### src/pat_pkg.sv
// Package for the port arbitration table block: register map, slot layout, port codes.
// Assumes a single 20 MHz core clock and a classic Wishbone register bus.
// Functional notes
// - Sixteen 2-bit slots per word; slot 16 in bits 1:0, slot 31 in 31:30.
// - Slot code 0 upstream port, 1 second port, 2 third port, 3 reserved.
// - A slot naming an invalid port is skipped with no arbitration time spent.
// - All slot fields are read/write and reset to zero, selecting upstream.
// - Each arbitration period serves the port named by the matching slot.
// - Slots 0 to 15 sit in the preceding word with identical layout.
package pat_pkg;

    localparam int          PAT_SLOTS       = 32;
    localparam int          PAT_SLOTS_WORD  = 16;
    localparam int          PAT_SLOT_W      = 2;
    localparam int          PAT_IDX_W       = 5;
    localparam int          PAT_ADR_W       = 12;

    // Byte addresses of the two table words, the control word and the status word.
    localparam logic [11:0] PAT_TBL0_ADDR   = 12'h120;
    localparam logic [11:0] PAT_TBL1_ADDR   = 12'h124;
    localparam logic [11:0] PAT_CTRL_ADDR   = 12'h128;
    localparam logic [11:0] PAT_STAT_ADDR   = 12'h12c;

    localparam logic [31:0] PAT_TBL_RESET   = 32'h0000_0000;

    // Control word fields.
    localparam int          PAT_CTRL_EN_BIT = 0;
    localparam int          PAT_CTRL_EG_LSB = 4;
    localparam logic [1:0]  PAT_EGRESS_RST  = 2'h1;

    // Status word fields.
    localparam int          PAT_STAT_IDX_LSB = 0;
    localparam int          PAT_STAT_PRT_LSB = 8;
    localparam int          PAT_STAT_ACT_BIT = 12;

    localparam logic [1:0]  PAT_PORT_UP     = 2'h0;
    localparam logic [1:0]  PAT_PORT_B      = 2'h1;
    localparam logic [1:0]  PAT_PORT_C      = 2'h2;
    localparam logic [1:0]  PAT_PORT_RSVD   = 2'h3;
    localparam int          PAT_PORTS       = 3;

    typedef struct packed {
        logic        cyc;
        logic        stb;
        logic        we;
        logic [3:0]  sel;
        logic [11:0] adr;
        logic [31:0] dat;
    } pat_wb_req_t;

    typedef struct packed {
        logic        ack;
        logic [31:0] dat;
    } pat_wb_rsp_t;

    typedef struct packed {
        logic       valid;
        logic [1:0] port;
        logic [4:0] slot;
    } pat_grant_t;

endpackage : pat_pkg

### src/pat_arb.sv
// Top of the port arbitration table: walks thirty-two slots, one grant per period.
// Assumes requests and period strobe come from core-clock logic.
//
// The implementer's own choice: the Wishbone slave port.
`timescale 1ns/1ns
module pat_arb
(
    // Clock and reset
    input  wire logic                 clk_i,
    input  wire logic                 rst_i,
    // Wishbone slave
    input  wire logic                 wb_cyc_i,
    input  wire logic                 wb_stb_i,
    input  wire logic                 wb_we_i,
    input  wire logic [3:0]           wb_sel_i,
    input  wire logic [11:0]          wb_adr_i,
    input  wire logic [31:0]          wb_dat_i,
    output logic                      wb_ack_o,
    output logic [31:0]               wb_dat_o,
    // Arbitration
    input  wire logic [2:0]           req_i,
    input  wire logic                 period_i,
    output logic                      grant_valid_o,
    output logic [1:0]                grant_port_o,
    output logic [4:0]                grant_slot_o
);
    typedef enum logic [0:0] {
        PAT_IDLE = 1'b0,
        PAT_RUN  = 1'b1
    } pat_state_t;

    pat_pkg::pat_wb_req_t wb_req;
    pat_pkg::pat_wb_rsp_t wb_rsp;
    pat_pkg::pat_grant_t  grant_r, grant_nxt;
    pat_state_t           state_r, state_nxt;
    logic [4:0]           slot_r, slot_nxt;
    logic [63:0]          table_w;
    logic                 enable;
    logic [1:0]           egress;
    logic [31:0]          usable;
    logic [31:0]          stat;
    logic                 found;
    logic [4:0]           pick;
    logic [4:0]           cand;

    assign wb_req = '{cyc: wb_cyc_i, stb: wb_stb_i, we: wb_we_i,
                      sel: wb_sel_i, adr: wb_adr_i, dat: wb_dat_i};

    pat_wb_regs u_regs
    (
        .clk_i    (clk_i),
        .rst_i    (rst_i),
        .req_i    (wb_req),
        .rsp_o    (wb_rsp),
        .stat_i   (stat),
        .table_o  (table_w),
        .enable_o (enable),
        .egress_o (egress)
    );

    genvar g;
    generate
        for (g = 0; g < pat_pkg::PAT_SLOTS; g++)
        begin : g_slot
            pat_slot_dec u_dec
            (
                .code_i   (table_w[g*pat_pkg::PAT_SLOT_W +: pat_pkg::PAT_SLOT_W]),
                .egress_i (egress),
                .req_i    (req_i),
                .usable_o (usable[g])
            );
        end
    endgenerate

    // Search forward from the current slot in one cycle, so invalid slots cost no time.
    always_comb
    begin
        found = 1'b0;
        pick  = slot_r;
        cand  = 5'h00;
        for (int i = 0; i < pat_pkg::PAT_SLOTS; i++)
        begin
            cand = slot_r + 5'(i);
            if (!found && usable[cand])
            begin
                found = 1'b1;
                pick  = cand;
            end
        end
    end

    always_comb
    begin
        state_nxt = state_r;
        slot_nxt  = slot_r;
        grant_nxt = '{valid: 1'b0, port: grant_r.port, slot: grant_r.slot};
        case (state_r)
            PAT_IDLE:
            begin
                slot_nxt = 5'h00;
                if (enable)
                begin
                    state_nxt = PAT_RUN;
                end
            end
            PAT_RUN:
            begin
                if (!enable)
                begin
                    state_nxt = PAT_IDLE;
                end
                else if (period_i && found)
                begin
                    // Serve the slot matching this period, then move past it.
                    grant_nxt = '{valid: 1'b1,
                                  port:  table_w[pick*2 +: 2],
                                  slot:  pick};
                    slot_nxt  = pick + 5'h01;
                end
            end
            default:
            begin
                state_nxt = PAT_IDLE;
            end
        endcase
    end

    always_ff @(posedge clk_i)
    begin
        if (rst_i)
        begin
            state_r <= PAT_IDLE;
            slot_r  <= 5'h00;
            grant_r <= '{valid: 1'b0, port: 2'h0, slot: 5'h00};
        end
        else
        begin
            state_r <= state_nxt;
            slot_r  <= slot_nxt;
            grant_r <= grant_nxt;
        end
    end

    // Status layout: next slot in 4:0, last granted port in 9:8, running flag in bit 12.
    assign stat = {19'h0, (state_r == PAT_RUN), 2'h0, grant_r.port, 3'h0, slot_r};
    assign wb_ack_o      = wb_rsp.ack;
    assign wb_dat_o      = wb_rsp.dat;
    assign grant_valid_o = grant_r.valid;
    assign grant_port_o  = grant_r.port;
    assign grant_slot_o  = grant_r.slot;
endmodule : pat_arb

### src/pat_slot_dec.sv
// Decodes one 2-bit slot entry against the requests and the egress port.
// Assumes requests are synchronous to the core clock.
`timescale 1ns/1ns
module pat_slot_dec
(
    // Slot entry and context
    input  wire logic [1:0] code_i,
    input  wire logic [1:0] egress_i,
    input  wire logic [2:0] req_i,
    // Result
    output logic            usable_o
);
    always_comb
    begin
        // Reserved or egress codes are treated as invalid and skipped.
        usable_o = (code_i != pat_pkg::PAT_PORT_RSVD) && (code_i != egress_i)
                   && req_i[code_i];
    end
endmodule : pat_slot_dec

### src/pat_wb_regs.sv
// Wishbone classic slave holding the two table words and the control word.
// Assumes a single-cycle classic master; ack follows one cycle after stb.
`timescale 1ns/1ns
module pat_wb_regs
(
    // Clock and reset
    input  wire logic                clk_i,
    input  wire logic                rst_i,
    // Bus
    input  wire pat_pkg::pat_wb_req_t req_i,
    output pat_pkg::pat_wb_rsp_t     rsp_o,
    // Block state
    input  wire logic [31:0]         stat_i,
    output logic [63:0]              table_o,
    output logic                     enable_o,
    output logic [1:0]               egress_o
);
    logic [31:0] tbl0_r, tbl0_nxt, tbl1_r, tbl1_nxt, ctrl_r, ctrl_nxt;
    logic        ack_r, ack_nxt;
    logic [31:0] rdat_r, rdat_nxt;
    logic        hit;
    logic [31:0] wmask;

    always_comb
    begin
        tbl0_nxt = tbl0_r;
        tbl1_nxt = tbl1_r;
        ctrl_nxt = ctrl_r;
        rdat_nxt = 32'h0000_0000;
        wmask    = {{8{req_i.sel[3]}}, {8{req_i.sel[2]}}, {8{req_i.sel[1]}}, {8{req_i.sel[0]}}};
        // A new access is taken only when no ack is outstanding.
        hit      = req_i.cyc && req_i.stb && !ack_r;
        ack_nxt  = hit;
        if (hit && req_i.we)
        begin
            case (req_i.adr)
                pat_pkg::PAT_TBL0_ADDR: tbl0_nxt = (tbl0_r & ~wmask) | (req_i.dat & wmask);
                pat_pkg::PAT_TBL1_ADDR: tbl1_nxt = (tbl1_r & ~wmask) | (req_i.dat & wmask);
                pat_pkg::PAT_CTRL_ADDR: ctrl_nxt = ((ctrl_r & ~wmask) | (req_i.dat & wmask))
                                                   & 32'h0000_0031;
                default:                ctrl_nxt = ctrl_r;
            endcase
        end
        else if (hit)
        begin
            case (req_i.adr)
                pat_pkg::PAT_TBL0_ADDR: rdat_nxt = tbl0_r;
                pat_pkg::PAT_TBL1_ADDR: rdat_nxt = tbl1_r;
                pat_pkg::PAT_CTRL_ADDR: rdat_nxt = ctrl_r;
                pat_pkg::PAT_STAT_ADDR: rdat_nxt = stat_i;
                default:                rdat_nxt = 32'h0000_0000;
            endcase
        end
    end

    always_ff @(posedge clk_i)
    begin
        if (rst_i)
        begin
            tbl0_r <= pat_pkg::PAT_TBL_RESET;
            tbl1_r <= pat_pkg::PAT_TBL_RESET;
            ctrl_r <= {26'h0, pat_pkg::PAT_EGRESS_RST, 4'h0};
            ack_r  <= 1'b0;
            rdat_r <= 32'h0000_0000;
        end
        else
        begin
            tbl0_r <= tbl0_nxt;
            tbl1_r <= tbl1_nxt;
            ctrl_r <= ctrl_nxt;
            ack_r  <= ack_nxt;
            rdat_r <= rdat_nxt;
        end
    end

    assign rsp_o.ack = ack_r;
    assign rsp_o.dat = rdat_r;
    assign table_o   = {tbl1_r, tbl0_r};
    assign enable_o  = ctrl_r[pat_pkg::PAT_CTRL_EN_BIT];
    assign egress_o  = ctrl_r[pat_pkg::PAT_CTRL_EG_LSB +: 2];
endmodule : pat_wb_regs

### config.mk
export PLATFORM = sky130hd
export DESIGN_NAME = pat_arb
export DESIGN_NICKNAME = d
export VERILOG_FILES = /design/src/pat_pkg.sv /design/src/pat_arb.sv /design/src/pat_slot_dec.sv /design/src/pat_wb_regs.sv
export SDC_FILE = /design/constraint.sdc
export NUM_CORES = 1
export LEC_CHECK = 0
export ABC_AREA = 1
export BUFFER_PORTS_ARGS = -buffer_cell sky130_fd_sc_hd__buf_2
export CAP_MARGIN = 15
export CORE_AREA = 2 2 135 137
export DETAILED_ROUTE_END_ITERATION = 8
export DIE_AREA = 0 0 137 139
export HOLD_SLACK_MARGIN = 0.1
export PLACE_DENSITY_LB_ADDON = 0.2
export SLEW_MARGIN = 10
export SYNTH_ARGS = -nofsm -noshare
export SYNTH_HDL_FRONTEND = slang
export SYNTH_SLANG_ARGS = --single-unit
export TNS_END_PERCENT = 1
### constraint.sdc
create_clock -name clk_i -period 15.4 [get_ports clk_i]
set_input_delay 1.54 -clock clk_i [delete_from_list [all_inputs] [get_ports clk_i]]
set_output_delay 1.54 -clock clk_i [all_outputs]
set_load 0.05 [all_outputs]
==> metrics.md <==
| Metric | Value |
|---|---|
| Register area share after synthesis | 22.13% |
| Synth Area in Compound Gates | 20.86% |
| Max H-tree Level | 4 |
| Violation count after the first detailed-routing iteration | 1,643 |
| Cell internal pwr | 0.6126 mW |
| Dpl hpwl | 27,920 µm |
| Routed Antenna Nets | 0 |
| Setup CP Type | flop to flop |
| Clk pwr share | 52.3% |
| CP Launch Point | slot_r[0] |
| Crit path max fanout | 61 |
| Crit. End Element | flop |
| Worst slew pin tran | 1.025 ns |
| GRT overflow | 0 |
| CP Launch Type | flop |
| Insertion delay to the later sink of the worst-skew pair | 0.43 ns |
| Routability cong. | 1.086 |
| Mapped cell area | 0.01031 mm² |
| Max Cap Violations | 0 |
| Post-Place Cells | 2,094 |
| RSZ-0062 raised after global routing | no |
| Detailed-route wire length | 38,430 µm |
| Setup TNS | 0 ns |
| Combinational share of power | 12.8% |
| Most frequent cells in the layout | nand2_1 (549), inv_1 (233), nand3_1 (214), o21ai_0 (150), nor2_1 (135) |
| Port buffer count | 97 |
| CTS tree | done |
| Syn_area_per_cell | 5.643 µm² |
| Tcrit/Tclk final | 55.05% |
| Via count | 12.71k |
| Slowest-stage cell, CP | ha_1 |
| First-pass GRT wire length | 61,200 µm |
| Hold crit path type | flop to flop |
| CTS root buffer | clkbuf_16 |
| Syn Nets | 1,898 |
| Max-slew violations | 0 |
| Reg clk slew, reported paths | 0.06 ns |
| Adder-Cell Fraction of Synth Area | 1.577% |
| I/O pin count | 98 |
| Initial antenna violation count | 0 |
| Syn-to-layout area delta | 10.69% |
| Status | finished, final reports clean |
| Postcts setup bufs | 0 |
| Top cell by count, worst path | nand2_1 |
| TritonCTS Buffers | 17 |
| Chip Width | 137 µm |
| Setup violations, final | 0 |
| Leakage Power | 5.302 nW |
| Yosys cell types | 47 |
| Largest family of logic cells by synthesized area | simple AND/OR/NAND/NOR gates |
| Sw Ratio | 27.49% |
| Post-synthesis xor/xnor area fraction | 1.443% |
| WP data arrival | 8.81 ns |
| Launch point of the worst reg-to-reg path | slot_r[0] |
| Pin count of the biggest net entering global routing | 75 |
| Min cycle time layout | 8.478 ns |
| Maximum vdd ir drop | 0.09450 mV |
| Via/cell ratio | 5.978 |
| Die Y-Extent | 139 µm |
| Post-layout power | 0.8449 mW |
| Slew headroom | 31.68% |
| Seq cells post-synth | 114 |
| Pwr/cell area | 74.00 mW/mm² |
| Layout cells sized above 1 | 11.39% |
| Layout Nets | 1,954 |
| GRT Total Usage | 40.81% |
| Mux cell area share after synthesis | 0.1941% |
| Most common cell after layout, fill and taps aside | nand2_1 |
| Drt drc | 0 |
| Initial Utilization | 58.42% |
| Die ar. | 0.01904 mm² |
| Drt first pass iters | 8 |
| Sink Count | 114 |
| Worst-case clock buffer depth | 2 |
| Antenna cell count | 0 |
| Worst Skew | 0.01438 ns |
| NetSw | 0.2322 mW |
| Final hold viol count | 0 |
| Post-CTS Resized | 0 |
| Vias in the first global route | 11.58k |
| DP Worst Slack | 7.168 ns |
| Per-cell routed wire length | 18.08 µm |
| Max Clk Rate | 118.0 MHz |
| Mapped Cells | 1,828 |
| PnR worst setup slack | 6.922 ns |
| Row count | 49 |
| Core Region | 0.01766 mm² |
| CP max stage delay | 0.99 ns |
| Synth Warn # | 0 |
| Synth Area in Simple Gates | 40.15% |
| Reg power frac | 34.9% |
| WP data required | 15.73 ns |
| Hold Buf Count CTS | 0 |
| Fin cells | 2,126 |
==> area by class of cell <==
type / instances / area, µm²
Fill cell: 1742 / 6240
Clock inverter: 13 / 198.9
Tap cell: 229 / 286.5
Clock buffer: 19 / 452.9
Sequential cell: 114 / 2282
Multi-Input combinational cell: 1387 / 6640
Timing Repair Buffer: 114 / 613.1
Inverter: 250 / 943.4
==> path summary, 6_finish.rpt <==
path / end / slack [ns] / depth (start not counted)
hold / removal: state_r / 0.50 / 2
setup reg to reg: grant_port_o[1] / 6.92 / 54
setup / recovery: grant_port_o[1] / 6.92 / 54
hold reg to reg: state_r / 0.50 / 2
==> stage by stage <==
stage / area (µm²) / hold WS, ns / util, %
final: 11420 / 0.5013 / 64.66
after global placement: 10770 / 0.4747 / 60.97
after detailed placement: 10770 / 0.4864 / 60.97
after global routing: 11420 / 0.5435 / 64.66
after CTS: 11420 / 0.5062 / 64.66
after floorplan: 10310 / 0.4355 / -
==> synthesized netlist by cell type, drive strengths merged <==
cell type	number	share of area (%)
a21o	1	0.073
nand2	571	21
o22ai	27	1.6
or2	3	0.18
and2	2	0.12
and3	1	0.061
nand4	15	0.97
inv	249	9.1
nor2	151	6.2
o21a	10	0.73
nor4	2	0.12
xor2	15	1.3
o211ai	34	2.5
clkbuf	39	1.5
mux2i	2	0.19
ha	13	1.6
o221ai	8	0.68
a32o	1	0.097
a21oi	120	5.9
nor3	3	0.19
buf	38	3.0
dfxtp	114	22
xnor2	2	0.17
a31oi	4	0.24
o21ai	181	8.9
clkinv	1	0.036
a211oi	1	0.073
nand3	219	11
a21boi	1	0.073
==> power by group through the flow <==
stage | sequential [mW] | combinational, mW | clock (mW)
final | 0.295 | 0.108 | 0.442
after global routing | 0.295 | 0.121 | 0.455
after CTS | 0.295 | 0.104 | 0.444
after detailed placement | 0.302 | 0.103 | 0
after global placement | 0.302 | 0.103 | 0
after floorplan | 0.302 | 0.0769 | 0
==> metal layers <==
| layer | part of all wire, % | up-vias | global-route usage (%) | wire (µm) |
|---|---|---|---|---|
| met4 | 5.3 | 0 | 20.84 | 2047 |
| met1 | 40 | 5667 | 55.49 | 15310 |
| met3 | 11 | 142 | 6.177 | 4300 |
| li1 | - | 6049 | - | - |
| met2 | 44 | 851 | 62.24 | 16770 |
| met5 | 0 | - | 0 | 0 |
==> logic make-up after synthesis <==
kind of cell,after synthesis
adders and majority gates,13
AOI/OAI and AO/OA,388
muxes,2
DFF,114
and+or+nand+nor,967
xor gates and xnor gates,17
buffers and inverters,327
==> critical path, delay by kind of cell (launching register included) <==
kind                       cells  cell delay, ns
buffers and inverters          9            1.78
DFF                            1            0.31
AOI/OAI and AO/OA              2            0.26
adders and majority gates      1            0.99
and+or+nand+nor               42            4.94
No activity file was read; power rests on OpenSTA's default activity.
